`src/rtl/bbc_params.svh`:
```
`ifndef BBC_PARAMS_SVH
`define BBC_PARAMS_SVH

// Register indices; the bus byte address is four times the index
`define BBC_IDX_RATE 8'h38
`define BBC_IDX_POL 8'h39
`define BBC_IDX_CCC 8'h40

// Writable bits of each register, all others are reserved
`define BBC_RATE_WMASK 8'h01
`define BBC_POL_WMASK 8'h04
`define BBC_CCC_WMASK 8'hfc

// Reset values
`define BBC_RATE_RST 8'h00
`define BBC_POL_RST 8'h00
`define BBC_CCC_RST 8'h48

// Field positions
`define BBC_TURBO_BIT 0
`define BBC_INV_BIT 2
`define BBC_MODE_HI 7
`define BBC_MODE_LO 6
`define BBC_CSTH_HI 5
`define BBC_CSTH_LO 2

// Timing
`define BBC_CLK_KHZ 40000
`define BBC_STD_RATE_KBPS 250
`define BBC_HI_RATE_KBPS 625

`endif

```
`src/rtl/bbc_pkg.sv`:
```
package bbc_pkg;
	typedef enum logic [1:0] {
		BBC_CC_RSVD = 2'b00,
		BBC_CC_CS = 2'b01,
		BBC_CC_ED = 2'b10,
		BBC_CC_CS_ED = 2'b11
	} bbc_ccmode_t;
endpackage

```
`src/rtl/bbc_cc_if.sv`:
```
`timescale 1ns/1ps
interface bbc_cc_if;
	import bbc_pkg::*;
	bbc_ccmode_t mode;
	logic [3:0] cs_th;
	logic [3:0] cs_level;
	logic [7:0] ed_level;
	logic [7:0] ed_th;
	logic busy;
	modport cfg (output mode, output cs_th, output cs_level, output ed_level, output ed_th, input busy);
	modport chk (input mode, input cs_th, input cs_level, input ed_level, input ed_th, output busy);
endinterface

```
`src/rtl/bbc_chan_check.sv`:
```
`timescale 1ns/1ps
module bbc_chan_check
(
	input wire logic clk_i,
	input wire logic rst_i,
	bbc_cc_if.chk cc
);
	import bbc_pkg::*;

	logic busy_ff;
	logic nxt_busy;
	logic carrier;
	logic energy;

	// Both detectors are strict comparisons against their thresholds
	assign carrier = cc.cs_level > cc.cs_th;
	assign energy = cc.ed_level > cc.ed_th;

	// Busy decision per mode; reserved code falls back to carrier sense
	always_comb
	begin
		nxt_busy = 1'b0;
		unique case (cc.mode)
			BBC_CC_ED: nxt_busy = energy;
			BBC_CC_CS_ED: nxt_busy = carrier & energy;
			BBC_CC_CS: nxt_busy = carrier;
			BBC_CC_RSVD: nxt_busy = carrier;
		endcase
	end

	// Registered so the busy flag is glitch free
	always_ff @(posedge clk_i)
	begin
		if (rst_i)
			busy_ff <= 1'b0;
		else
			busy_ff <= nxt_busy;
	end

	assign cc.busy = busy_ff;
endmodule

```
`src/rtl/bbc_config.sv`:
```
`timescale 1ns/1ps
`include "bbc_params.svh"
// Operation
// - Rate bit set: baseband tick runs at 625 kbps.
// - Rate bit clear, the reset value: standard 250 kbps operation.
// - Sign-invert bit set: each decoded receive symbol is negated.
// - Sign-invert bit resets to 0; then symbols pass unchanged.
// - Mode 10: busy whenever energy exceeds the energy threshold.
// - Mode 11: busy only with carrier sensed and energy above threshold.
module bbc_config
#(
	parameter int SYM_W = 8
)
(
	input wire logic clk_i,
	input wire logic rst_i,
	input wire logic wb_cyc_i,
	input wire logic wb_stb_i,
	input wire logic wb_we_i,
	input wire logic [9:0] wb_adr_i,
	input wire logic [3:0] wb_sel_i,
	input wire logic [31:0] wb_dat_i,
	output logic [31:0] wb_dat_o,
	output logic wb_ack_o,
	input wire logic signed [SYM_W-1:0] rx_sym_i,
	input wire logic rx_sym_valid_i,
	output logic signed [SYM_W-1:0] rx_sym_o,
	output logic rx_sym_valid_o,
	input wire logic [3:0] cs_level_i,
	input wire logic [7:0] ed_level_i,
	input wire logic [7:0] ed_threshold_i,
	output logic channel_busy_o,
	output logic high_rate_o,
	output logic bit_tick_o
);
	import bbc_pkg::*;

	bbc_cc_if cc_bus();

	logic [7:0] rate_ff;
	logic [7:0] nxt_rate;
	logic [7:0] pol_ff;
	logic [7:0] nxt_pol;
	logic [7:0] ccc_ff;
	logic [7:0] nxt_ccc;
	logic ack_ff;
	logic nxt_ack;
	logic [7:0] rdat_ff;
	logic [7:0] nxt_rdat;
	logic [7:0] div_ff;
	logic [7:0] nxt_div;
	logic tick_ff;
	logic nxt_tick;
	logic turbo_ff;
	logic nxt_turbo;
	logic signed [SYM_W-1:0] sym_ff;
	logic signed [SYM_W-1:0] nxt_sym;
	logic sym_vld_ff;
	logic nxt_sym_vld;
	logic req;
	logic wr_now;
	logic [7:0] idx;

	// Cycles per bit period at a given rate, truncated
	function automatic logic [7:0] div_cycles(input int kbps);
		int c;
		c = `BBC_CLK_KHZ / kbps;
		return c[7:0];
	endfunction

	// Register index match on word address
	function automatic logic hit(input logic [7:0] a, input logic [7:0] i);
		return a == i;
	endfunction

	assign req = wb_cyc_i & wb_stb_i;
	// Word index; the two byte-lane address bits are ignored
	assign idx = wb_adr_i[9:2];
	// Write lands on the edge where the master sees ack
	assign wr_now = req & wb_we_i & ack_ff & wb_sel_i[0];

	// Bus answer: ack one cycle after request, dropped the cycle after
	always_comb
	begin
		nxt_ack = req & ~ack_ff;
		nxt_rdat = 8'h00;
		if (hit(idx, `BBC_IDX_RATE))
			nxt_rdat = rate_ff;
		else if (hit(idx, `BBC_IDX_POL))
			nxt_rdat = pol_ff;
		else if (hit(idx, `BBC_IDX_CCC))
			nxt_rdat = ccc_ff;
	end

	always_ff @(posedge clk_i)
	begin
		if (rst_i)
		begin
			ack_ff <= 1'b0;
			rdat_ff <= 8'h00;
		end
		else
		begin
			ack_ff <= nxt_ack;
			rdat_ff <= nxt_rdat;
		end
	end

	// Register writes; reserved bits are masked so they always read zero
	always_comb
	begin
		nxt_rate = rate_ff;
		nxt_pol = pol_ff;
		nxt_ccc = ccc_ff;
		if (wr_now && hit(idx, `BBC_IDX_RATE))
			nxt_rate = wb_dat_i[7:0] & `BBC_RATE_WMASK;
		if (wr_now && hit(idx, `BBC_IDX_POL))
			nxt_pol = wb_dat_i[7:0] & `BBC_POL_WMASK;
		if (wr_now && hit(idx, `BBC_IDX_CCC))
			nxt_ccc = wb_dat_i[7:0] & `BBC_CCC_WMASK;
	end

	always_ff @(posedge clk_i)
	begin
		if (rst_i)
		begin
			rate_ff <= `BBC_RATE_RST;
			pol_ff <= `BBC_POL_RST;
			ccc_ff <= `BBC_CCC_RST;
		end
		else
		begin
			rate_ff <= nxt_rate;
			pol_ff <= nxt_pol;
			ccc_ff <= nxt_ccc;
		end
	end

	// Bit-rate divider; a rate change restarts the period at once
	always_comb
	begin
		nxt_turbo = rate_ff[`BBC_TURBO_BIT];
		nxt_tick = 1'b0;
		if (nxt_turbo != turbo_ff || div_ff == 8'h00)
		begin
			nxt_tick = (div_ff == 8'h00) & (nxt_turbo == turbo_ff);
			if (nxt_turbo)
				nxt_div = div_cycles(`BBC_HI_RATE_KBPS) - 8'h01;
			else
				nxt_div = div_cycles(`BBC_STD_RATE_KBPS) - 8'h01;
		end
		else
			nxt_div = div_ff - 8'h01;
	end

	always_ff @(posedge clk_i)
	begin
		if (rst_i)
		begin
			turbo_ff <= 1'b0;
			div_ff <= 8'h00;
			tick_ff <= 1'b0;
		end
		else
		begin
			turbo_ff <= nxt_turbo;
			div_ff <= nxt_div;
			tick_ff <= nxt_tick;
		end
	end

	// Symbol sign path; most negative code wraps on negation
	always_comb
	begin
		nxt_sym_vld = rx_sym_valid_i;
		nxt_sym = sym_ff;
		if (rx_sym_valid_i)
		begin
			if (pol_ff[`BBC_INV_BIT])
				nxt_sym = -rx_sym_i;
			else
				nxt_sym = rx_sym_i;
		end
	end

	always_ff @(posedge clk_i)
	begin
		if (rst_i)
		begin
			sym_ff <= '0;
			sym_vld_ff <= 1'b0;
		end
		else
		begin
			sym_ff <= nxt_sym;
			sym_vld_ff <= nxt_sym_vld;
		end
	end

	// Channel check configuration feeds the decision module
	assign cc_bus.mode = bbc_ccmode_t'(ccc_ff[`BBC_MODE_HI:`BBC_MODE_LO]);
	assign cc_bus.cs_th = ccc_ff[`BBC_CSTH_HI:`BBC_CSTH_LO];
	assign cc_bus.cs_level = cs_level_i;
	assign cc_bus.ed_level = ed_level_i;
	assign cc_bus.ed_th = ed_threshold_i;

	bbc_chan_check u_check
	(
		.clk_i(clk_i),
		.rst_i(rst_i),
		.cc(cc_bus.chk)
	);

	// Outputs
	assign wb_dat_o = {24'h000000, rdat_ff};
	assign wb_ack_o = ack_ff;
	assign rx_sym_o = sym_ff;
	assign rx_sym_valid_o = sym_vld_ff;
	assign channel_busy_o = cc_bus.busy;
	assign high_rate_o = turbo_ff;
	assign bit_tick_o = tick_ff;
endmodule

```
`config.mk`:
```
export PLATFORM = sky130hd
export DESIGN_NAME = bbc_config
export DESIGN_NICKNAME = d
export VERILOG_FILES = /design/src/rtl/bbc_pkg.sv /design/src/rtl/bbc_cc_if.sv /design/src/rtl/bbc_chan_check.sv /design/src/rtl/bbc_config.sv
export VERILOG_INCLUDE_DIRS = /design/src /design/src/rtl
export SDC_FILE = /design/constraint.sdc
export NUM_CORES = 1
export LEC_CHECK = 0
export ABC_AREA = 1
export BUFFER_PORTS_ARGS = -buffer_cell sky130_fd_sc_hd__buf_2
export CORE_UTILIZATION = 42
export CTS_BUF_LIST = sky130_fd_sc_hd__clkbuf_8
export DETAILED_ROUTE_END_ITERATION = 8
export GPL_ROUTABILITY_DRIVEN = 0
export GPL_TIMING_DRIVEN = 0
export PLACE_DENSITY = 0.75
export SLEW_MARGIN = 20
export SYNTH_ARGS = -nofsm -noshare
export SYNTH_HDL_FRONTEND = slang
export SYNTH_SLANG_ARGS = --single-unit
```
`constraint.sdc`:
```
create_clock -name clk_i -period 1.2 [get_ports clk_i]
set_input_delay 0.18 -clock clk_i [delete_from_list [all_inputs] [get_ports clk_i]]
set_output_delay 0.18 -clock clk_i [all_outputs]
set_load 0.05 [all_outputs]
```
==> results of run 1 <==
## state kept, by name, indices dropped and copies added, names as in the netlist
signal	count
bit_tick_o	1
ccc_ff	6
div_ff	8
high_rate_o	1
pol_ff	1
rate_ff	1
rdat_ff	7
rx_sym_o	8
rx_sym_valid_o	1
u_check.cc.busy	1
wb_ack_o	1
## report_power, final
| part | total, uW | leakage (uW) | internal (uW) | switching [uW] |
|---|---|---|---|---|
| Combinational | 1400 | 0.00119 | 520 | 877 |
| Sequential | 1440 | 0.000298 | 1350 | 91.5 |
| Clock | 1040 | 0.0000593 | 608 | 434 |
## final timing paths
kind                                   from               to  cells after the start  slack [ps]
worst max-delay path              ccc_ff[3]  u_check.cc.busy                     10          10
worst min-delay path            wb_dat_i[3]        ccc_ff[3]                      3         130
worst max register to register    ccc_ff[3]  u_check.cc.busy                     10          10
worst min register to register     wb_ack_o         wb_ack_o                      1         420
## placed cells by master (no fill, tap or decap), types with 2 or more instances in the layout
cell,netlist,layout
sky130_fd_sc_hd__ha_2,0,2
sky130_fd_sc_hd__nor2_4,1,2
sky130_fd_sc_hd__nand2_1,52,48
sky130_fd_sc_hd__xnor2_1,2,2
sky130_fd_sc_hd__dfxtp_1,36,26
sky130_fd_sc_hd__o21ai_1,4,4
sky130_fd_sc_hd__clkbuf_8,0,5
sky130_fd_sc_hd__ha_1,15,10
sky130_fd_sc_hd__nor3_1,3,3
sky130_fd_sc_hd__a21oi_1,18,18
sky130_fd_sc_hd__conb_1,1,25
sky130_fd_sc_hd__inv_1,38,34
sky130_fd_sc_hd__nand2_2,2,6
sky130_fd_sc_hd__dfxtp_2,0,10
sky130_fd_sc_hd__nand3_1,22,22
sky130_fd_sc_hd__nor2_2,3,2
sky130_fd_sc_hd__buf_4,25,28
sky130_fd_sc_hd__a21oi_2,4,4
sky130_fd_sc_hd__inv_2,6,11
sky130_fd_sc_hd__nor2_1,29,29
sky130_fd_sc_hd__buf_2,5,73
sky130_fd_sc_hd__ha_4,0,3
sky130_fd_sc_hd__nand4_1,3,3
sky130_fd_sc_hd__o21ai_0,7,7
sky130_fd_sc_hd__xor2_1,8,8
## kinds of logic after synthesis
family / synth area share [%]
simple gates: 24.73
xor+xnor: 4.912
other cells: 0.1773
flops: 34.08
buf+inv: 18.34
compound gates: 8.876
fa+ha+maj: 8.876
## worst max-delay path, stage by stage (launching register included)
cell and delay (ps):
sky130_fd_sc_hd__dfxtp_2 340, sky130_fd_sc_hd__inv_2 50, sky130_fd_sc_hd__ha_4 260, sky130_fd_sc_hd__nand2_2 40, sky130_fd_sc_hd__nand2_1 60, sky130_fd_sc_hd__nand2_1 50
sky130_fd_sc_hd__nand2_1 50, sky130_fd_sc_hd__nand2_1 60, sky130_fd_sc_hd__nand2_1 60, sky130_fd_sc_hd__nand2_1 40, sky130_fd_sc_hd__a21oi_1 100
## cell type report
cell class / instances / area (um^2)
clock buffer: 5 / 68.82
sequential: 36 / 733.2
multi-input combinational: 203 / 1154
timing repair buffer: 71 / 362.8
inverter: 46 / 175.2
fill: 453 / 1957
tap: 67 / 83.83
clock inverter: 3 / 38.79
buffer: 30 / 212.7
## routing by layer
| metal | vias up | global-route usage, % |
|---|---|---|
| met5 | - | 0 |
| met4 | 0 | 5.229 |
| met3 | 4 | 4.420 |
| met1 | 873 | 19.52 |
| met2 | 65 | 31.88 |
| li1 | 1061 | - |
## repair_timing
action	in CTS	in global routing
setup endpoints to repair	1	6
gates cloned	0	0
gates resized for setup	3	20
setup buffers	0	3
pin swaps	0	12
## per-stage QoR
step / std cells / util, %
after floorplan: 315 / -
after global placement: 450 / 54.98
after detailed placement: 450 / 54.98
after CTS: 458 / 57.54
after global routing: 461 / 59.11
final: 461 / 59.11
==> out/summary.md, run 1 <==
The run finished with clean final reports. In the final design database the tool counted 488 nets. Dividing the final minimum period by the clock period gives 98.90%. The half-perimeter wire length after detailed placement is 3.373 mm.

The highest layer touched by signal routing is met4. Number of buffers added on ports: 68. The remaining antenna violation count is 0, and the portion of synthesized cell area occupied by the leading cell type is 34.08%. The tools report the kind of end point of the critical path as a flip-flop.

The final count of hold timing violations is 0. In this run, post-CTS hold repair placed 0 buffers. Ranked by instance count, the synthesized netlist is headed by sky130_fd_sc_hd__nand2_1, sky130_fd_sc_hd__inv_1, sky130_fd_sc_hd__dfxtp_1, sky130_fd_sc_hd__nor2_1, sky130_fd_sc_hd__buf_4. The tightest min-delay check is of the in2reg type. Across all layers, the routed design uses 2003 vias. The run gives 3882 uW as the overall power. The number of antenna diodes in the final layout is 0. Row generation in the floorplan step produced 25 rows.

The share of cells above drive strength 1 was 38.83%. The total count of max-transition violations in the final report is 0. The first global-routing pass estimated 7.182 mm of wire. For the number of buffers between clock root and the deepest sink, the log shows 2. TritonCTS built the clock tree. The total wire length was 4.374 mm.

Total negative slack for setup checks: 0 ps. Measured along the x axis, the die boundary spans 72.96 um. For the number of antenna violations at the first check in global routing, the log shows 0. The die is 72.96 um tall. Prevailing post-synth register cell: sky130_fd_sc_hd__dfxtp_1. Data on the critical path is required at its endpoint by 1430 ps.

The die footprint was 0.005322 mm^2; the areal power density over the cells was 1372 mW/mm^2. The maximum resistive drop on vdd is 0.8470 mV. By area the synthesized netlist is led by sky130_fd_sc_hd__dfxtp_1, sky130_fd_sc_hd__nand2_1, sky130_fd_sc_hd__buf_4.

The logs give 4 for the number of optimization iterations in the first detailed-route pass and 842.6 MHz for the highest clock frequency the design can meet. Entering global routing, the biggest net connects 12 pins. The most numerous cell in the Yosys netlist is sky130_fd_sc_hd__nand2_1. The first routing iteration left 73 violations.

Yosys mapped the design onto 28 distinct sky130hd cell types. Clock latency of the later-clocked register in the worst-skew pair: 290 ps. The data arrival time of the critical path is 1410 ps, and the sum of met3 wire segment lengths after detailed routing is 322 um. The clock arrives with 9.219 ps of skew.

The met2 routed wirelength came out at 2.132 mm. The logs give 17.31% for the global-route usage over all layers and 2 for the number of H-tree branching levels. Counting flops with an async set or reset pin after synthesis yields a share of 0%. Subtracting the final worst setup slack from the clock period gives 1187 ps. The Yosys step of the flow raised 0 warnings.

In this run, synthesis inferred 0 flip-flops with an integrated enable. The number of max-cap violations came out at 0. Using the TritonRoute via totals, the vias-per-cell ratio works out to 4.345.

The post-placement worst setup slack is -9.232 ps, and the I/O pin total is 125. The static leakage is 0.001545 uW, and the worst setup margin is 13.25 ps. Of the synthesized area, sequential elements account for 34.08%.

The tools report the tightest hold margin as 131.8 ps. Summed over all instances, the cell type with the most area after synthesis is sky130_fd_sc_hd__dfxtp_1. The final-report setup violation count was 0.

Dividing the detail-routed wire length by the instance count gives 9.488 um. Setup repair after global routing could not meet its margin everywhere. TritonCTS created 5 clock buffers. The initial standard-cell utilization of the core came out at 44.18%. Classification of the worst setup path: reg2reg. The cell count after synthesis came out at 291.

Averaged over all synthesized cells, the footprint is 7.266 um^2. The clock slew at the register clock pins of the worst setup and hold paths is 70 ps. Post-route DRC violation count: 0. Cell at the root of the clock tree: sky130_fd_sc_hd__clkbuf_8. With fillers left out, the area of the finished cells amounts to 0.002829 mm^2.

The placed instances occupy a cell area of 0.002631 mm^2. The tools report the kind of launch point of the worst setup path as a flip-flop. The synthesized design contains 36 register bits. The area growth from synthesis to layout is 33.79%.

For this block, wires on met1 add up to 1.877 mm. The tree built by TritonCTS fans out to 36 sinks. The maximum net fanout on the critical path came out at 2. The via count of the first global-routing pass is 1773, and the placeable core area is 0.004786 mm^2. After synthesis the cells add up to 0.002115 mm^2. The total grt overflow is 0.
Power figures use the tool's default switching activity.
==> run 2: changes to the inputs <==
Settings changed: ABC_AREA 1 to not set, PLACE_DENSITY 0.75 to 0.76.
==> run 2 against run 1 <==
Against the previous run: the run now ends with setup timing left; critical path depth fell by 5; non-clock buffer count rose by 10; die area fell by 3.6%; cell count fell by 14%; clock power fell by 17%; worst setup slack got worse by 200 ps; global-route usage rose by 0.71 points; clock skew fell by 5.4 ps; critical path type unchanged.
==> out/summary.md, run 2 <==
The run finished, with violations left. The checks that failed: setup timing. Half-perimeter wire length after detailed placement: 3.272 mm.

Data arrival time of the critical path: 1610 ps. Prevailing post-synth register cell: sky130_fd_sc_hd__dfxtp_1. By startpoint and endpoint, the worst setup path is classified as reg2reg.

The met2 demand-to-capacity share in global routing was 31.24%. For this block, the initial DRC count from the detailed router was 65. The worst setup path is launched from a flip-flop.

At the later pin of the worst-skew pair, clock insertion delay measures 290 ps. The utilization after layout was 67.14%; the count of warnings emitted by yosys was 0. The run gives 15 as the final-report setup violation count.

Counting instances in the post-synthesis netlist gives the leading cell types as sky130_fd_sc_hd__dfxtp_1, sky130_fd_sc_hd__buf_4, sky130_fd_sc_hd__inv_1, sky130_fd_sc_hd__nor2_1, sky130_fd_sc_hd__ha_1. Once detail routing completed, the nets flagged for antenna violations numbered 0. The most numerous cell in the Yosys netlist was sky130_fd_sc_hd__dfxtp_1. The post-synthesis register bit count is 36, and the final count of hold timing violations is 0.

STA classifies the critical path endpoint as a flip-flop. The portion of synthesized cell area occupied by the leading cell type is 35.40%, and the highest clock frequency the design can meet is 718.6 MHz. The number of buffers added on ports works out to 67. The post-synthesis average cell area is 8.626 um^2, and the total wire length is 4.773 mm. Placement-stage cell area: 0.002624 mm^2. Leaving out fill and tap cells, the most frequent cells in the layout are sky130_fd_sc_hd__buf_2, sky130_fd_sc_hd__buf_4, sky130_fd_sc_hd__conb_1, sky130_fd_sc_hd__dfxtp_1, sky130_fd_sc_hd__nor2_1. In this run, synthesis inferred 0 flip-flops with an integrated enable.

For this run, global-route usage on met3 was measured as 3.516%. Number of buffers between clock root and the deepest sink: 2. The final net count is 440, and the clock slew at the register clock pins of the worst setup and hold paths is 80 ps. Walking the worst path, the cells encountered are inv_4 > ha_4 > nor4b_4 > a21oi_2 > a211oi_1.

The tree is rooted in a sky130_fd_sc_hd__clkbuf_8. The cell family with the largest share of critical-path delay is compound AO/OA/AOI/OAI gates. For this run, the register share of the synthesized area comes to 35.40%. 0 antenna diodes ended up in the layout. The static leakage came out at 0.001411 uW. The tools report the clock skew after layout as 3.797 ps. The first global-routing pass estimated 7.251 mm of wire. The number of H-tree branching levels was 2. The tightest min-delay check is of the in2reg type. The commonest non-fill, non-tap cell in the layout was sky130_fd_sc_hd__buf_2. After synthesis, the cell types taking the most area are sky130_fd_sc_hd__dfxtp_1, sky130_fd_sc_hd__buf_4, sky130_fd_sc_hd__ha_1.

The cell count after synthesis came out at 236. The finished cells cover 0.003024 mm^2. The shortest clock period the worst path allows after layout came out at 1392 ps. Dividing the detail-routed wire length by the instance count gives 11.99 um.

Compared with the post-synthesis result, the final layout area differs by 48.56%. For this run, the detailed router's first-pass iteration total came to 4. The height of the chip came out at 71.62 um. The areal power density over the cells is 1322 mW/mm^2.

For this configuration, the core starts out at a cell density of 45.19%. For this run, the slowest stage of the critical path takes 370 ps. The async set-reset flop share out of synthesis is 0%, and the die footprint is 0.005129 mm^2. The worst endpoint required time was 1420 ps. Number of antenna violations at the first check in global routing: 0. Setup repair after global routing could not meet its margin everywhere. The layer flagged by global routing as most heavily used is met2. Global routing finished with a remaining overflow of 0. The share of cells above drive strength 1 works out to 49.71%. The floorplan step set the die width to 71.62 um.

TritonCTS created 5 clock buffers. After floorplanning, the core was sized to cover 0.004504 mm^2. For met1 alone, demand over resource in global routing was 22.21%.

The logs give 13 for the pin count of the biggest net entering global routing and 18.02% for the global-route usage over all layers. The placement row count was 24; the maximum resistive drop on vdd was 0.6221 mV. In the routed design, unresolved DRC markers number 0. The worst pin sits at a relative slew slack of 59.29%. The average vias per placed instance came out at 4.724. For the via count of the first global-routing pass, the log shows 1674. The slowest stage of the critical path is the sky130_fd_sc_hd__dfxtp_4 cell. TritonCTS built the clock tree. The number of distinct standard cells referenced by the synthesized netlist is 45, and the post-synthesis instance area is 0.002036 mm^2. In this run the worst path has a maximum fanout of 5. Of all cell types, the one taking the most synthesized area is sky130_fd_sc_hd__dfxtp_1.

The run gives -191.5 ps as the worst setup margin. The tightest hold margin came out at 101.5 ps. The tree built by TritonCTS fans out to 36 sinks.

The number of buffers and inverters on the critical path works out to 1. At the pin with the least slew margin, the transition time is 610.6 ps. After layout, the worst path uses 116.0% of the clock period.

The tools report the total count of max-transition violations in the final report as 0. The number of max-cap violations came out at 0. For this design the top-level I/O count stands at 125.

The total number of vias is 1880.
run 2: worst paths after layout:
check                    from         to  slack [ps]  cells past startpoint
setup / recovery    div_ff[1]  div_ff[7]        -190                      5
hold / removal    wb_dat_i[6]  ccc_ff[6]         100                      2
setup reg to reg    div_ff[1]  div_ff[7]        -190                      5
hold reg to reg      wb_ack_o   wb_ack_o         440                      1
run 2: report_power, final:
part / total, uW / switching [uW] / internal (uW)
combinational: 1620 / 885 / 733
clock: 861 / 456 / 404
sequential: 1520 / 159 / 1360
run 2: layout make-up:
cell class	count	area, um^2
multi-input combinational	169	1345
fill	359	1480
inverter	22	105.1
sequential	36	745.7
buffer	34	241.5
tap	52	65.06
clock inverter	3	18.77
clock buffer	5	68.82
timing repair buffer	77	434.2
run 2: layer usage:
| layer | vias to the layer above | wire length, um |
|---|---|---|
| li1 | 983 | - |
| met2 | 52 | 2394 |
| met1 | 835 | 2089 |
| met5 | - | 0 |
| met3 | 10 | 192 |
| met4 | 0 | 97 |
run 2: logic make-up (layout without fill, tap and decap cells):
family,after synthesis,in the layout,share of synthesized area [%]
AO/OA/AOI/OAI,46,47,15.00
multiplexers,2,2,0.9834
buffers and inverters,56,141,15.06
flip-flops,36,36,35.40
XOR/XNOR,12,12,5.163
other,1,25,0.1842
AND/OR/NAND/NOR,68,68,18.99
adder cells (fa/ha/maj),15,15,9.219
run 2: stage by stage:
step | worst slack [ps] | instances | power (uW) | setup TNS [ps]
final | -191.5 | 398 | 3998 | -1410
after global routing | -249.1 | 398 | 4202 | -2450
after CTS | -154.9 | 394 | 3749 | -930.4
after detailed placement | -387.0 | 379 | 2740 | -3901
after global placement | -364.3 | 379 | 2709 | -3499
after floorplan | -198.8 | 260 | 2482 | -1364
run 2: timing repair:
action                                  CTS  global route
hold buffers                              0             0
setup buffers                             5             4
endpoints found under the setup margin   20            22
pin swaps                                19            21
resized for setup                        31            27
gates cloned                              2             0
